==> config.mk <==
export PLATFORM = sky130hd
export DESIGN_NAME = gpio_ports
export DESIGN_NICKNAME = d
export VERILOG_FILES = /design/src/gpio_pkg.sv /design/src/pinmux_if.sv /design/src/port_pins.sv /design/src/gpio_ports.sv
export SDC_FILE = /design/constraint.sdc
export NUM_CORES = 1
export LEC_CHECK = 0
export BUFFER_PORTS_ARGS = -buffer_cell sky130_fd_sc_hd__buf_2
export CAP_MARGIN = 20
export CORE_MARGIN = 1
export CORE_UTILIZATION = 35
export DETAILED_ROUTE_END_ITERATION = 12
export HOLD_SLACK_MARGIN = 0.08
export PLACE_DENSITY_LB_ADDON = 0.2
export RECOVER_POWER = 100
export REMOVE_ABC_BUFFERS = 1
export SETUP_SLACK_MARGIN = 0.05
export SYNTH_ARGS = -nofsm -noshare
export SYNTH_HDL_FRONTEND = slang
export SYNTH_HIERARCHICAL = 1
export SYNTH_SLANG_ARGS = --single-unit
==> constraint.sdc <==
create_clock -name mclk_i -period 1.5 [get_ports mclk_i]
set_input_delay 0.075 -clock mclk_i [delete_from_list [all_inputs] [get_ports mclk_i]]
set_output_delay 0.075 -clock mclk_i [all_outputs]
set_load 0.02 [all_outputs]
==> src/gpio_pkg.sv <==
// Shared constants for the dual eight-bit GPIO ports and their pin sharing.
package gpio_pkg;
    // Port width and register reset values.
    localparam int unsigned PORT_WIDTH = 8;
    localparam logic [7:0] DIR_RST = 8'h00;
    localparam logic [7:0] OUT_RST = 8'h00;
    localparam logic [7:0] SYSCTL_RST = 8'h00;
    localparam logic [7:0] ALL_ONES = 8'hff;
    // System-control field: set to release the test port pins to GPIO.
    localparam int unsigned SYSCTL_JTAG_DIS = 0;
    // Port 0 shared pin positions.
    localparam int unsigned P0_RX_MOSI = 0;
    localparam int unsigned P0_TX_MISO = 1;
    localparam int unsigned P0_SCL_SCLK = 2;
    localparam int unsigned P0_SDA_SSEL = 3;
    localparam int unsigned P0_TMR_A = 4;
    localparam int unsigned P0_TMR_B = 5;
    localparam int unsigned EXT_IRQ_COUNT = 6;
    // Serial peripheral line order within its four-bit vectors.
    localparam int unsigned SPI_MOSI = 0;
    localparam int unsigned SPI_MISO = 1;
    localparam int unsigned SPI_SCLK = 2;
    localparam int unsigned SPI_SSEL = 3;
    // Port 1 test port pin positions.
    localparam int unsigned P1_TCK = 4;
    localparam int unsigned P1_TDI = 5;
    localparam int unsigned P1_TMS = 6;
    localparam int unsigned P1_TDO = 7;
endpackage : gpio_pkg

==> src/pinmux_if.sv <==
// Special-function override bundle between the pin mux and one port's pin logic.
`timescale 1ns/1ps
`default_nettype none
interface pinmux_if #(
    parameter int unsigned WIDTH = 8
);
    logic [WIDTH-1:0] sel;
    logic [WIDTH-1:0] drv;
    logic [WIDTH-1:0] oe;
    logic [WIDTH-1:0] pu;
    logic [WIDTH-1:0] lvl;
    modport mux (output sel, output drv, output oe, output pu, input lvl);
    modport port (input sel, input drv, input oe, input pu, output lvl);
endinterface : pinmux_if
`default_nettype wire

==> src/port_pins.sv <==
// One GPIO port: direction and output registers, input synchroniser, pad drivers.
`timescale 1ns/1ps
`default_nettype none
module port_pins #(
    parameter int unsigned WIDTH = 8
) (
    // Clock and reset.
    input wire logic mclk_i,
    input wire logic rst_n_i,
    // Register writes.
    input wire logic dir_wr_i,
    input wire logic [WIDTH-1:0] dir_data_i,
    input wire logic out_wr_i,
    input wire logic [WIDTH-1:0] out_data_i,
    // Register readback.
    output logic [WIDTH-1:0] direction_o,
    output logic [WIDTH-1:0] output_level_o,
    output logic [WIDTH-1:0] input_level_o,
    // Pads.
    input wire logic [WIDTH-1:0] pad_i,
    output logic [WIDTH-1:0] pad_o,
    output logic [WIDTH-1:0] pad_oe_o,
    output logic [WIDTH-1:0] pullup_o,
    // Special-function override.
    pinmux_if.port mux
);
    logic [WIDTH-1:0] dir_ff;
    logic [WIDTH-1:0] out_ff;
    logic [WIDTH-1:0] meta_ff;
    logic [WIDTH-1:0] sync_ff;

    // Refuse a port with no pins.
    if (WIDTH < 1 || WIDTH > gpio_pkg::PORT_WIDTH) begin : g_width_chk
        $error("port_pins: WIDTH out of range");
    end

    // Direction register; zero after reset keeps every pin an input.
    always_ff @(posedge mclk_i) begin
        if (!rst_n_i) begin
            dir_ff <= gpio_pkg::DIR_RST[WIDTH-1:0];
        end else if (dir_wr_i) begin
            dir_ff <= dir_data_i;
        end
    end

    // Output level register; zero after reset also keeps the pullups off.
    always_ff @(posedge mclk_i) begin
        if (!rst_n_i) begin
            out_ff <= gpio_pkg::OUT_RST[WIDTH-1:0];
        end else if (out_wr_i) begin
            out_ff <= out_data_i;
        end
    end

    // Two-stage synchroniser; pins are asynchronous to the core clock.
    always_ff @(posedge mclk_i) begin
        if (!rst_n_i) begin
            meta_ff <= '0;
            sync_ff <= '0;
        end else begin
            meta_ff <= pad_i;
            sync_ff <= meta_ff;
        end
    end

    assign direction_o = dir_ff;
    assign output_level_o = out_ff;
    // The pin is sampled whatever its direction, so software can read back a driven pin.
    assign input_level_o = sync_ff;
    assign mux.lvl = sync_ff;

    // Per pin, a selected special function replaces the GPIO driver and pullup.
    // In GPIO mode an input whose output bit is high gets its weak pullup.
    for (genvar b = 0; b < WIDTH; b++) begin : g_pin
        assign pad_oe_o[b] = mux.sel[b] ? mux.oe[b] : dir_ff[b];
        assign pad_o[b] = mux.sel[b] ? mux.drv[b] : out_ff[b];
        assign pullup_o[b] = mux.sel[b] ? mux.pu[b] : (~dir_ff[b] & out_ff[b]);
    end
endmodule : port_pins
`default_nettype wire

==> src/gpio_ports.sv <==
// Two eight-bit GPIO ports with special-function sharing and the test port default.
`timescale 1ns/1ps
`default_nettype none
// Notes on behaviour
// - Port 0 pins use direction, output and input registers.
// - Port 1 pins use their own direction, output and input registers.
// - After reset port 0 pins float: no drive, no pullup.
// - A shared function takes a pin only once software enables it.
// - After reset port 1 test pins belong to the test port, pullups on.
// - A system-control bit disables the test port, returning pins to GPIO.
// - Port 0 bit 0 shares USART receive, SPI MOSI, external interrupt 0.
// - Port 0 bit 1 shares USART transmit, SPI MISO, external interrupt 1.
// - Port 0 bit 2 shares first I2C clock, SPI clock, external interrupt 2.
// - Port 0 bit 3 shares first I2C data, SPI select, external interrupt 3.
// - Port 0 bit 4 shares timer B line A and external interrupt 4.
// - Port 0 bit 5 shares timer B line B and external interrupt 5.
// - Test data output pin is pulled-up input; drives only in shift states.
module gpio_ports (
    // Clock and reset.
    input wire logic mclk_i,
    input wire logic rst_n_i,
    // Port 0 register writes and readback.
    input wire logic port0_direction_wr_i,
    input wire logic [7:0] port0_direction_data_i,
    input wire logic port0_output_level_wr_i,
    input wire logic [7:0] port0_output_level_data_i,
    output logic [7:0] port0_direction_o,
    output logic [7:0] port0_output_level_o,
    output logic [7:0] port0_input_level_o,
    // Port 1 register writes and readback.
    input wire logic port1_direction_wr_i,
    input wire logic [7:0] port1_direction_data_i,
    input wire logic port1_output_level_wr_i,
    input wire logic [7:0] port1_output_level_data_i,
    output logic [7:0] port1_direction_o,
    output logic [7:0] port1_output_level_o,
    output logic [7:0] port1_input_level_o,
    // System control register.
    input wire logic system_control_wr_i,
    input wire logic [7:0] system_control_data_i,
    output logic [7:0] system_control_o,
    // Port 0 pads.
    input wire logic [7:0] port0_pad_i,
    output logic [7:0] port0_pad_o,
    output logic [7:0] port0_pad_oe_o,
    output logic [7:0] port0_pullup_o,
    // Port 1 pads.
    input wire logic [7:0] port1_pad_i,
    output logic [7:0] port1_pad_o,
    output logic [7:0] port1_pad_oe_o,
    output logic [7:0] port1_pullup_o,
    // USART.
    input wire logic usart_enable_i,
    input wire logic usart_transmit_line_i,
    output logic usart_receive_line_o,
    // SPI, lines ordered MOSI, MISO, SCLK, SSEL.
    input wire logic spi_enable_i,
    input wire logic [3:0] spi_out_i,
    input wire logic [3:0] spi_oe_i,
    output logic [3:0] spi_in_o,
    // First I2C port, open drain.
    input wire logic i2c0_enable_i,
    input wire logic first_i2c_clock_line_low_i,
    input wire logic first_i2c_data_line_low_i,
    output logic first_i2c_clock_line_o,
    output logic first_i2c_data_line_o,
    // Timer B.
    input wire logic timer_b_enable_i,
    input wire logic timer_b_line_a_i,
    input wire logic timer_b_line_a_oe_i,
    input wire logic timer_b_line_b_i,
    input wire logic timer_b_line_b_oe_i,
    output logic timer_b_line_a_o,
    output logic timer_b_line_b_o,
    // External interrupt inputs.
    input wire logic [5:0] ext_irq_enable_i,
    output logic ext_irq_input_zero_o,
    output logic ext_irq_input_one_o,
    output logic ext_irq_input_two_o,
    output logic ext_irq_input_three_o,
    output logic ext_irq_input_four_o,
    output logic ext_irq_input_five_o,
    // Test access port.
    input wire logic tap_shift_i,
    input wire logic tap_data_out_i,
    output logic jtag_enabled_o,
    output logic tck_o,
    output logic tdi_o,
    output logic tms_o
);
    pinmux_if #(.WIDTH(gpio_pkg::PORT_WIDTH)) p0 ();
    pinmux_if #(.WIDTH(gpio_pkg::PORT_WIDTH)) p1 ();

    logic [7:0] system_control_ff;
    logic [5:0] irq_ff;
    logic jtag_en;

    port_pins #(.WIDTH(gpio_pkg::PORT_WIDTH)) u_port0 (
        .mclk_i(mclk_i),
        .rst_n_i(rst_n_i),
        .dir_wr_i(port0_direction_wr_i),
        .dir_data_i(port0_direction_data_i),
        .out_wr_i(port0_output_level_wr_i),
        .out_data_i(port0_output_level_data_i),
        .direction_o(port0_direction_o),
        .output_level_o(port0_output_level_o),
        .input_level_o(port0_input_level_o),
        .pad_i(port0_pad_i),
        .pad_o(port0_pad_o),
        .pad_oe_o(port0_pad_oe_o),
        .pullup_o(port0_pullup_o),
        .mux(p0.port)
    );

    port_pins #(.WIDTH(gpio_pkg::PORT_WIDTH)) u_port1 (
        .mclk_i(mclk_i),
        .rst_n_i(rst_n_i),
        .dir_wr_i(port1_direction_wr_i),
        .dir_data_i(port1_direction_data_i),
        .out_wr_i(port1_output_level_wr_i),
        .out_data_i(port1_output_level_data_i),
        .direction_o(port1_direction_o),
        .output_level_o(port1_output_level_o),
        .input_level_o(port1_input_level_o),
        .pad_i(port1_pad_i),
        .pad_o(port1_pad_o),
        .pad_oe_o(port1_pad_oe_o),
        .pullup_o(port1_pullup_o),
        .mux(p1.port)
    );

    // System control; a cleared disable bit after reset leaves the test port in charge.
    always_ff @(posedge mclk_i) begin
        if (!rst_n_i) begin
            system_control_ff <= gpio_pkg::SYSCTL_RST;
        end else if (system_control_wr_i) begin
            system_control_ff <= system_control_data_i;
        end
    end
    assign system_control_o = system_control_ff;
    assign jtag_en = ~system_control_ff[gpio_pkg::SYSCTL_JTAG_DIS];
    assign jtag_enabled_o = jtag_en;

    // Port 0 sharing. The USART wins over the SPI on bits 0 and 1, the I2C wins
    // over the SPI on bits 2 and 3, so a misconfigured pair never fights on a pin.
    // Interrupt inputs only listen, so they never take the driver away from GPIO.
    always_comb begin
        p0.sel = '0;
        p0.drv = '0;
        p0.oe = '0;
        p0.pu = '0;
        if (usart_enable_i) begin
            p0.sel[gpio_pkg::P0_RX_MOSI] = 1'b1;
        end else if (spi_enable_i) begin
            p0.sel[gpio_pkg::P0_RX_MOSI] = 1'b1;
            p0.drv[gpio_pkg::P0_RX_MOSI] = spi_out_i[gpio_pkg::SPI_MOSI];
            p0.oe[gpio_pkg::P0_RX_MOSI] = spi_oe_i[gpio_pkg::SPI_MOSI];
        end
        if (usart_enable_i) begin
            p0.sel[gpio_pkg::P0_TX_MISO] = 1'b1;
            p0.drv[gpio_pkg::P0_TX_MISO] = usart_transmit_line_i;
            p0.oe[gpio_pkg::P0_TX_MISO] = 1'b1;
        end else if (spi_enable_i) begin
            p0.sel[gpio_pkg::P0_TX_MISO] = 1'b1;
            p0.drv[gpio_pkg::P0_TX_MISO] = spi_out_i[gpio_pkg::SPI_MISO];
            p0.oe[gpio_pkg::P0_TX_MISO] = spi_oe_i[gpio_pkg::SPI_MISO];
        end
        if (i2c0_enable_i) begin
            p0.sel[gpio_pkg::P0_SCL_SCLK] = 1'b1;
            p0.oe[gpio_pkg::P0_SCL_SCLK] = first_i2c_clock_line_low_i;
            p0.sel[gpio_pkg::P0_SDA_SSEL] = 1'b1;
            p0.oe[gpio_pkg::P0_SDA_SSEL] = first_i2c_data_line_low_i;
        end else if (spi_enable_i) begin
            p0.sel[gpio_pkg::P0_SCL_SCLK] = 1'b1;
            p0.drv[gpio_pkg::P0_SCL_SCLK] = spi_out_i[gpio_pkg::SPI_SCLK];
            p0.oe[gpio_pkg::P0_SCL_SCLK] = spi_oe_i[gpio_pkg::SPI_SCLK];
            p0.sel[gpio_pkg::P0_SDA_SSEL] = 1'b1;
            p0.drv[gpio_pkg::P0_SDA_SSEL] = spi_out_i[gpio_pkg::SPI_SSEL];
            p0.oe[gpio_pkg::P0_SDA_SSEL] = spi_oe_i[gpio_pkg::SPI_SSEL];
        end
        if (timer_b_enable_i) begin
            p0.sel[gpio_pkg::P0_TMR_A] = 1'b1;
            p0.drv[gpio_pkg::P0_TMR_A] = timer_b_line_a_i;
            p0.oe[gpio_pkg::P0_TMR_A] = timer_b_line_a_oe_i;
            p0.sel[gpio_pkg::P0_TMR_B] = 1'b1;
            p0.drv[gpio_pkg::P0_TMR_B] = timer_b_line_b_i;
            p0.oe[gpio_pkg::P0_TMR_B] = timer_b_line_b_oe_i;
        end
    end

    // Port 1 test pins: pulled-up inputs, with the data output driven only while shifting.
    always_comb begin
        p1.sel = '0;
        p1.drv = '0;
        p1.oe = '0;
        p1.pu = '0;
        if (jtag_en) begin
            p1.sel[gpio_pkg::P1_TDO:gpio_pkg::P1_TCK] = 4'hf;
            p1.pu[gpio_pkg::P1_TDO:gpio_pkg::P1_TCK] = 4'hf;
            p1.drv[gpio_pkg::P1_TDO] = tap_data_out_i;
            p1.oe[gpio_pkg::P1_TDO] = tap_shift_i;
        end
    end

    // Levels handed to peripherals are registered; a disabled function sees its idle level.
    always_ff @(posedge mclk_i) begin
        if (!rst_n_i) begin
            usart_receive_line_o <= 1'b1;
            spi_in_o <= '0;
            first_i2c_clock_line_o <= 1'b1;
            first_i2c_data_line_o <= 1'b1;
            timer_b_line_a_o <= 1'b0;
            timer_b_line_b_o <= 1'b0;
        end else begin
            usart_receive_line_o <= ~usart_enable_i | p0.lvl[gpio_pkg::P0_RX_MOSI];
            spi_in_o <= spi_enable_i ? p0.lvl[gpio_pkg::P0_SDA_SSEL:gpio_pkg::P0_RX_MOSI] : 4'h0;
            first_i2c_clock_line_o <= ~i2c0_enable_i | p0.lvl[gpio_pkg::P0_SCL_SCLK];
            first_i2c_data_line_o <= ~i2c0_enable_i | p0.lvl[gpio_pkg::P0_SDA_SSEL];
            timer_b_line_a_o <= timer_b_enable_i & p0.lvl[gpio_pkg::P0_TMR_A];
            timer_b_line_b_o <= timer_b_enable_i & p0.lvl[gpio_pkg::P0_TMR_B];
        end
    end

    // Interrupt inputs follow the low six pins whenever enabled.
    always_ff @(posedge mclk_i) begin
        if (!rst_n_i) begin
            irq_ff <= '0;
        end else begin
            irq_ff <= ext_irq_enable_i & p0.lvl[gpio_pkg::EXT_IRQ_COUNT-1:0];
        end
    end
    assign ext_irq_input_zero_o = irq_ff[0];
    assign ext_irq_input_one_o = irq_ff[1];
    assign ext_irq_input_two_o = irq_ff[2];
    assign ext_irq_input_three_o = irq_ff[3];
    assign ext_irq_input_four_o = irq_ff[4];
    assign ext_irq_input_five_o = irq_ff[5];

    // Test-port levels, gated so the controller sees idle inputs when released.
    always_ff @(posedge mclk_i) begin
        if (!rst_n_i) begin
            tck_o <= 1'b0;
            tdi_o <= 1'b1;
            tms_o <= 1'b1;
        end else begin
            tck_o <= jtag_en & p1.lvl[gpio_pkg::P1_TCK];
            tdi_o <= ~jtag_en | p1.lvl[gpio_pkg::P1_TDI];
            tms_o <= ~jtag_en | p1.lvl[gpio_pkg::P1_TMS];
        end
    end
endmodule : gpio_ports
`default_nettype wire

==> metrics.md, run 1 <==
| Metric | Value |
|---|---|
| Final hold vios | `0` |
| Cells after Synth | `approximately 350` |
| Max frequency | `695 MHz` |
| DIE WIDTH | `105 um` |
| Max clock buf depth | `2` |
| Core Area | `around 10000 um^2` |
| Final Critical Period | `1.44 ns` |
| Synth warnings | `6` |
| DR vias/cell | `between 4 and 5` |
| Design Power | `5.62 mW` |
| # rows | `37` |
| Final setup fails | `0` |
| Antenna diodes | `0` |
| Initial antenna violation count | `0` |
| RSZ-0062 raised after global routing | `yes` |
| Worst setup startpoint | `system_control_o[0]$_SDFFE_PN0P_` |
| Largest net degree at the start of global routing | `42` |
| CP Capture Type | `primary output` |
| Min setup slack post-route | `between 0.06 and 0.07 ns` |
| First DRT Iteration DRCs | `123` |
| Multi-input gate area in the final layout | `approximately 2000 um^2` |
| Crit share post-route | `0.959` |
| Die Area | `around 11000 um^2` |
| Drt pass-1 iters | `6` |
| Critical path startpoint category | `flip-flop` |
| Clock root buffer | `clkbuf_8` |
| CTS tree | `built` |
| Reg2Reg Depth | `3` |
| Post-DP HPWL | `between 6000 and 7000 um` |
| Number of port buffers | `around 210` |
| Skew-Pair Late Insertion Delay | `0.35 ns` |
| Worst vdd ir | `around 0.00057 V` |
| P_leak | `between 3 and 4 nW` |
| Layout cells sized above 1 | `0.376` |
| Register area | `1810 um^2` |
| Worst hold-check path type | `in2reg` |
| Capture point of the worst path | `port1_pad_oe_o[6]` |
| CTS Sinks | `90` |
| WP data required | `1.42 ns` |
| Final Skew | `0.00579 ns` |
| FF-to-FF End | `tck_o$_SDFF_PN0_` |
| Initial Util | `0.359` |
| Critical path class | `reg2out` |
| Residual DRC | `0` |
| WL per Instance | `11.6 um` |
| CP arrival | `between 1 and 1.5 ns` |
| Via count | `3384` |
| First-pass GRT wire length | `15000 um` |
| TritonCTS Buffers | `9` |
| Final Cell Area | `6060 um^2` |
| Fill count | `908` |
| Setup WS pre-CTS | `0.313 ns` |
| Worst-path maximum fanout | `5` |
| Max-cap violations | `0` |
| CTS H-tree lvls | `3` |
| DIE HEIGHT | `105 um` |
| Placed cells | `728` |
| Boundary Pins | `213` |
| ANT nets after route | `0` |
| Total gr overflow | `0` |
| Post-synthesis average cell area | `10.7 um^2` |
| GR Util All Layers | `0.170` |
| P per Cell Area | `927 nW/um^2` |
| Vias in the first global route | `3236` |
| Area Growth Syn to Fin | `64.2%` |
| Mapped Area | `3690 um^2` |
| Reg2reg start | `system_control_o[0]$_SDFFE_PN0P_` |
| Status | `completed` |
| CTS clock-pin slew for the worst setup and hold paths | `around 0.090 ns` |
| Final Routed Wirelength | `9380 um` |
| Nets | `roughly 760` |
| Post-layout util | `0.589` |
| GPL Wtd Cong | `0.789` |
| Dpl cell area | `about 5000 um^2` |
| R2r setup slk | `0.64 ns` |
| Fin. max-slew vios | `0` |
| Finished Layout Cells | `812` |
-- timing repair --
action                                  in CTS  in global routing
hold buffers                                64                  0
cloned                                       1                  1
resized for setup                            7                 30
buffers inserted                             1                  1
endpoints found under the setup margin      12                 12
endpoints found under the hold margin       65                  0
-- worst max-delay path, cell delays in order, from the launching register on --
cell and delay, ns:
dfxtp_4 0.37, inv_6 0.07, clkbuf_16 0.14, mux2_4 0.31, buf_6 0.13
-- metal layers --
layer	wire, um	part of all wire	track usage
met1	3860	0.41	0.192
met2	4820	0.51	0.311
met3	582	0.062	0.0424
met4	117	0.012	0.0523
met5	0	0	0
-- layout by cell type, fill, tap and decap left out --
cell           instances
buf_4                  8
clkbuf_8              10
clkbuf_1               1
dfxtp_1               89
nor2b_4                2
dlygate4sd3_1         64
and2_1                23
o21ai_0               13
mux2_1                24
dfxtp_4                1
o21ai_1                4
and3_2                 4
inv_6                  3
buf_2                199
clkinv_4               2
buf_12                 2
and3_1                 8
nand3b_1               3
nand2_1               18
nor2b_1               43
a22o_1                 2
or2_2                  2
conb_1                54
a21o_2                 1
and2_0                18
bufinv_16              2
buf_6                  8
mux2_4                 8
bufbuf_16              1
clkbuf_16              1
mux2i_1               40
nand2b_1              18
-- worst min path at each step --
stage	start	end	slack, ns	cells past startpoint
after floorplan	rst_n_i	first_i2c_clock_line_o$_SDFF_PN1_	0.16	1
after global placement	port0_pad_i[6]	u_port0/meta_ff[6]$_SDFF_PN0_	0.28	2
after detailed placement	port1_pad_i[7]	u_port1/meta_ff[7]$_SDFF_PN0_	0.28	2
after CTS	spi_enable_i	spi_in_o[3]$_SDFF_PN0_	0.08	2
after global routing	spi_enable_i	spi_in_o[3]$_SDFF_PN0_	0.08	2
final	spi_enable_i	spi_in_o[3]$_SDFF_PN0_	0.1	2
-- cell type report --
| cell class | instances | area share |
|---|---|---|
| inverters | 1 | 0.00145 |
| multi-input cells | 285 | 0.322 |
| clock buffers | 10 | 0.0227 |
| repair buffers | 284 | 0.312 |
| well taps | 136 | 0.0281 |
| flip-flops and latches | 90 | 0.298 |
| clock inverters | 6 | 0.0157 |
-- stage by stage --
| step | hold slack (ns) | setup TNS [ns] |
|---|---|---|
| CTS | 0.0834 | 0 |
| global placement | 0.282 | 0 |
| global route | 0.0809 | -0.00422 |
| floorplan | 0.159 | -0.0838 |
| finish | 0.0994 | 0 |
| detailed placement | 0.285 | 0 |
-- state kept, by name (all words and copies together), names as in the netlist, 4 cells and up --
name,count
irq_ff,6
spi_in_o,4
system_control_o,8
u_port0/direction_o,8
u_port0/input_level_o,8
u_port0/meta_ff,8
u_port0/output_level_o,8
u_port1/direction_o,8
u_port1/input_level_o,8
u_port1/meta_ff,8
u_port1/output_level_o,8
-- power breakdown --
group	switching, mW	leakage [nW]	internal, mW
sequential	0.0738	0.743	2.51
combinational	0.584	2.29	0.587
clock	0.864	0.117	1.00
total	1.52	3.15	4.10
No activity file was read; power rests on OpenSTA's default activity.
==> run 2: changes to the inputs <==
--- a/config.mk
+++ b/config.mk
@@ -14,7 +14,7 @@
 export PLACE_DENSITY_LB_ADDON = 0.2
 export RECOVER_POWER = 100
 export REMOVE_ABC_BUFFERS = 1
-export SETUP_SLACK_MARGIN = 0.05
+export SETUP_SLACK_MARGIN = 0.15
 export SYNTH_ARGS = -nofsm -noshare
 export SYNTH_HDL_FRONTEND = slang
 export SYNTH_HIERARCHICAL = 1
==> constraint.sdc (replaced) <==
create_clock -name mclk_i -period 1.2 [get_ports mclk_i]
set_input_delay 0.06 -clock mclk_i [delete_from_list [all_inputs] [get_ports mclk_i]]
set_output_delay 0.06 -clock mclk_i [all_outputs]
set_load 0.02 [all_outputs]
==> metrics.md, run 2 (synthesized netlist as in run 1, its figures left out) <==
| Metric | Value |
|---|---|
| P per Cell Area | `1060 nW/um^2 (+14%)` |
| Vias in the first global route | `3698 (+14%)` |
| # rows | `37 (unchanged)` |
| Area Growth Syn to Fin | `82.8%` |
| Antenna diodes | `0 (unchanged)` |
| CTS H-tree lvls | `3 (unchanged)` |
| Die Area | `11000 um^2 (unchanged)` |
| Max clock buf depth | `2 (unchanged)` |
| Crit-path cells | `inv_4 > buf_12 > mux2_4 > buf_6` |
| Max-cap violations | `0 (unchanged)` |
| Largest net degree at the start of global routing | `42 (unchanged)` |
| DIE WIDTH | `105 um (unchanged)` |
| Layout cells sized above 1 | `0.502 (+0.126)` |
| Number of port buffers | `212 (unchanged)` |
| P_leak | `3.40 nW (+8.2%)` |
| Top layer in use | `met4` |
| Nets | `775 (+1.8%)` |
| Total gr overflow | `0 (unchanged)` |
| Worst Path Buf+Inv | `3 (unchanged)` |
| CTS Sinks | `90 (unchanged)` |
| Worst hold-check path type | `in2reg` |
| Setup WS pre-CTS | `0.0523 ns (-0.260 ns)` |
| Final Routed Wirelength | `10800 um (+15%)` |
| Worst vdd ir | `0.000655 V (+14%)` |
| Crit share post-route | `1.18` |
| Boundary Pins | `213 (unchanged)` |
| Final Skew | `0.0122 ns (+0.00640 ns)` |
| RSZ-0062 raised after global routing | `yes` |
| Max frequency | `708 MHz` |
| Min setup slack post-route | `-0.212 ns (-0.273 ns)` |
| Worst-path maximum fanout | `5 (unchanged)` |
| ANT nets after route | `0 (unchanged)` |
| TritonCTS Buffers | `9 (unchanged)` |
| Kind of cell adding the most delay to the critical path | `buffers and inverters` |
| Residual DRC | `0 (unchanged)` |
| Post-DP HPWL | `6510 um (+0.78%)` |
| Final setup fails | `13 (+13)` |
| Fill count | `823 (-9.4%)` |
| WP data required | `1.14 ns (-0.28 ns)` |
| First-pass GRT wire length | `17300 um (+15%)` |
| Fin. max-slew vios | `0 (unchanged)` |
| Design Power | `7.15 mW (+27%)` |
| Initial Util | `0.359 (unchanged)` |
| Met2 WL post-DR | `5740 um (+19%)` |
| Final Critical Period | `1.41 ns` |
| Failing checks | `setup timing` |
| GR Util All Layers | `0.196 (+0.0269)` |
| Met1 WL | `4060 um (+5.2%)` |
| Max incr delay on CP | `0.34 ns (-0.03 ns)` |
| WL per Instance | `13.0 um (+13%)` |
| Critical path class | `reg2out` |
| DR vias/cell | `4.32 (+3.6%)` |
| Via count | `3562 (+5.3%)` |
| CP arrival | `1.35 ns (about the same)` |
| Most common cell after layout, fill and taps aside | `buf_2` |
| DIE HEIGHT | `105 um (unchanged)` |
| Most frequent cells in the layout | `buf_2 (156), dlygate4sd3_1 (65), dfxtp_1 (64)` |
| CTS tree | `built` |
| Final hold vios | `0 (unchanged)` |
| Core Area | `10300 um^2 (unchanged)` |
| GPL Wtd Cong | `0.794 (+0.62%)` |
| Clock root buffer | `clkbuf_8` |
| Drt pass-1 iters | `5 (-1)` |
| Critical path startpoint category | `flip-flop` |
| Initial antenna violation count | `0 (unchanged)` |
| First DRT Iteration DRCs | `97 (-21%)` |
| Setup_tns | `-2.59 ns (-2.59 ns)` |
| Status | `complete, but fails checks` |
| CTS clock-pin slew for the worst setup and hold paths | `0.09 ns (about the same)` |
| WL met3 | `533 um (-8.4%)` |
| Skew-Pair Late Insertion Delay | `0.35 ns (about the same)` |
| Slowest-stage cell, CP | `dfxtp_2` |
| CP Capture Type | `primary output` |
-- run 2: changes by cell type in the layout (fill, tap and decap cells not counted), moves of 12 or more --
cell	before	now
dfxtp_1	89	64
buf_6	8	60
nand2b_4	0	12
o21ai_0	13	1
buf_2	199	156
dfxtp_2	0	19
mux2_1	24	0
o21ai_2	0	14
nand2b_1	18	6
mux2_4	8	32
-- run 2: metrics by stage --
stage               instance area (um^2)  utilization  hold slack (ns)  cells
detailed placement                  5040        0.490            0.270    731
floorplan                           3730            -            0.144    376
global placement                    5040        0.490            0.267    731
finish                              6740        0.656            0.112    825
global route                        6740        0.656            0.120    825
CTS                                 6630        0.645            0.100    823
-- run 2: power by group --
group          internal [mW]  total [mW]  leakage, nW  switching [mW]
sequential              3.14        3.24        0.754           0.108
combinational           1.00        1.84         2.55           0.838
clock                  0.984        2.07       0.0982            1.08
total                   5.12        7.15         3.40            2.03
-- run 2: final cells by class --
cell class                 instances  area (um^2)  area share
timing repair buffer             298         2300       0.340
sequential                        90         1850       0.275
inverter                           1         6.26    0.000928
clock buffer                       9          124      0.0184
clock inverter                     6         75.1      0.0111
multi-input combinational        285         2220       0.329
tap                              136          170      0.0252
-- run 2: repair_timing --
action                     CTS  global route
hold buffers                65             0
gates resized for setup    207            32
pin swaps                    9             5
buffers inserted            10             2
cloned                       2             0
hold endpoints to repair    69             0
setup endpoints to repair   50            60
-- run 2: worst reg2reg max path, cell delays in order, from the launching register on --
cell and delay, ns:
dfxtp_2 0.34, buf_4 0.15, nor2b_1 0.20, and2_1 0.15
-- run 2: layer usage --
metal | global-route usage | up-vias
met1 | 0.206 | 1630
met2 | 0.364 | 134
met5 | 0 | -
met4 | 0.0926 | 0
li1 | - | 1763
met3 | 0.0499 | 35
-- run 2: final timing paths --
path,depth (start not counted),to,startpoint,slack [ns]
setup / recovery,4,port1_pad_o[4],system_control_o[0]$_SDFFE_PN0P_,-0.21
hold / removal,2,u_port0/output_level_o[5]$_SDFFE_PN0P_,rst_n_i,0.11
setup reg to reg,3,tck_o$_SDFF_PN0_,system_control_o[0]$_SDFFE_PN0P_,0.31
hold reg to reg,1,u_port0/input_level_o[3]$_SDFF_PN0_,u_port0/meta_ff[3]$_SDFF_PN0_,0.43
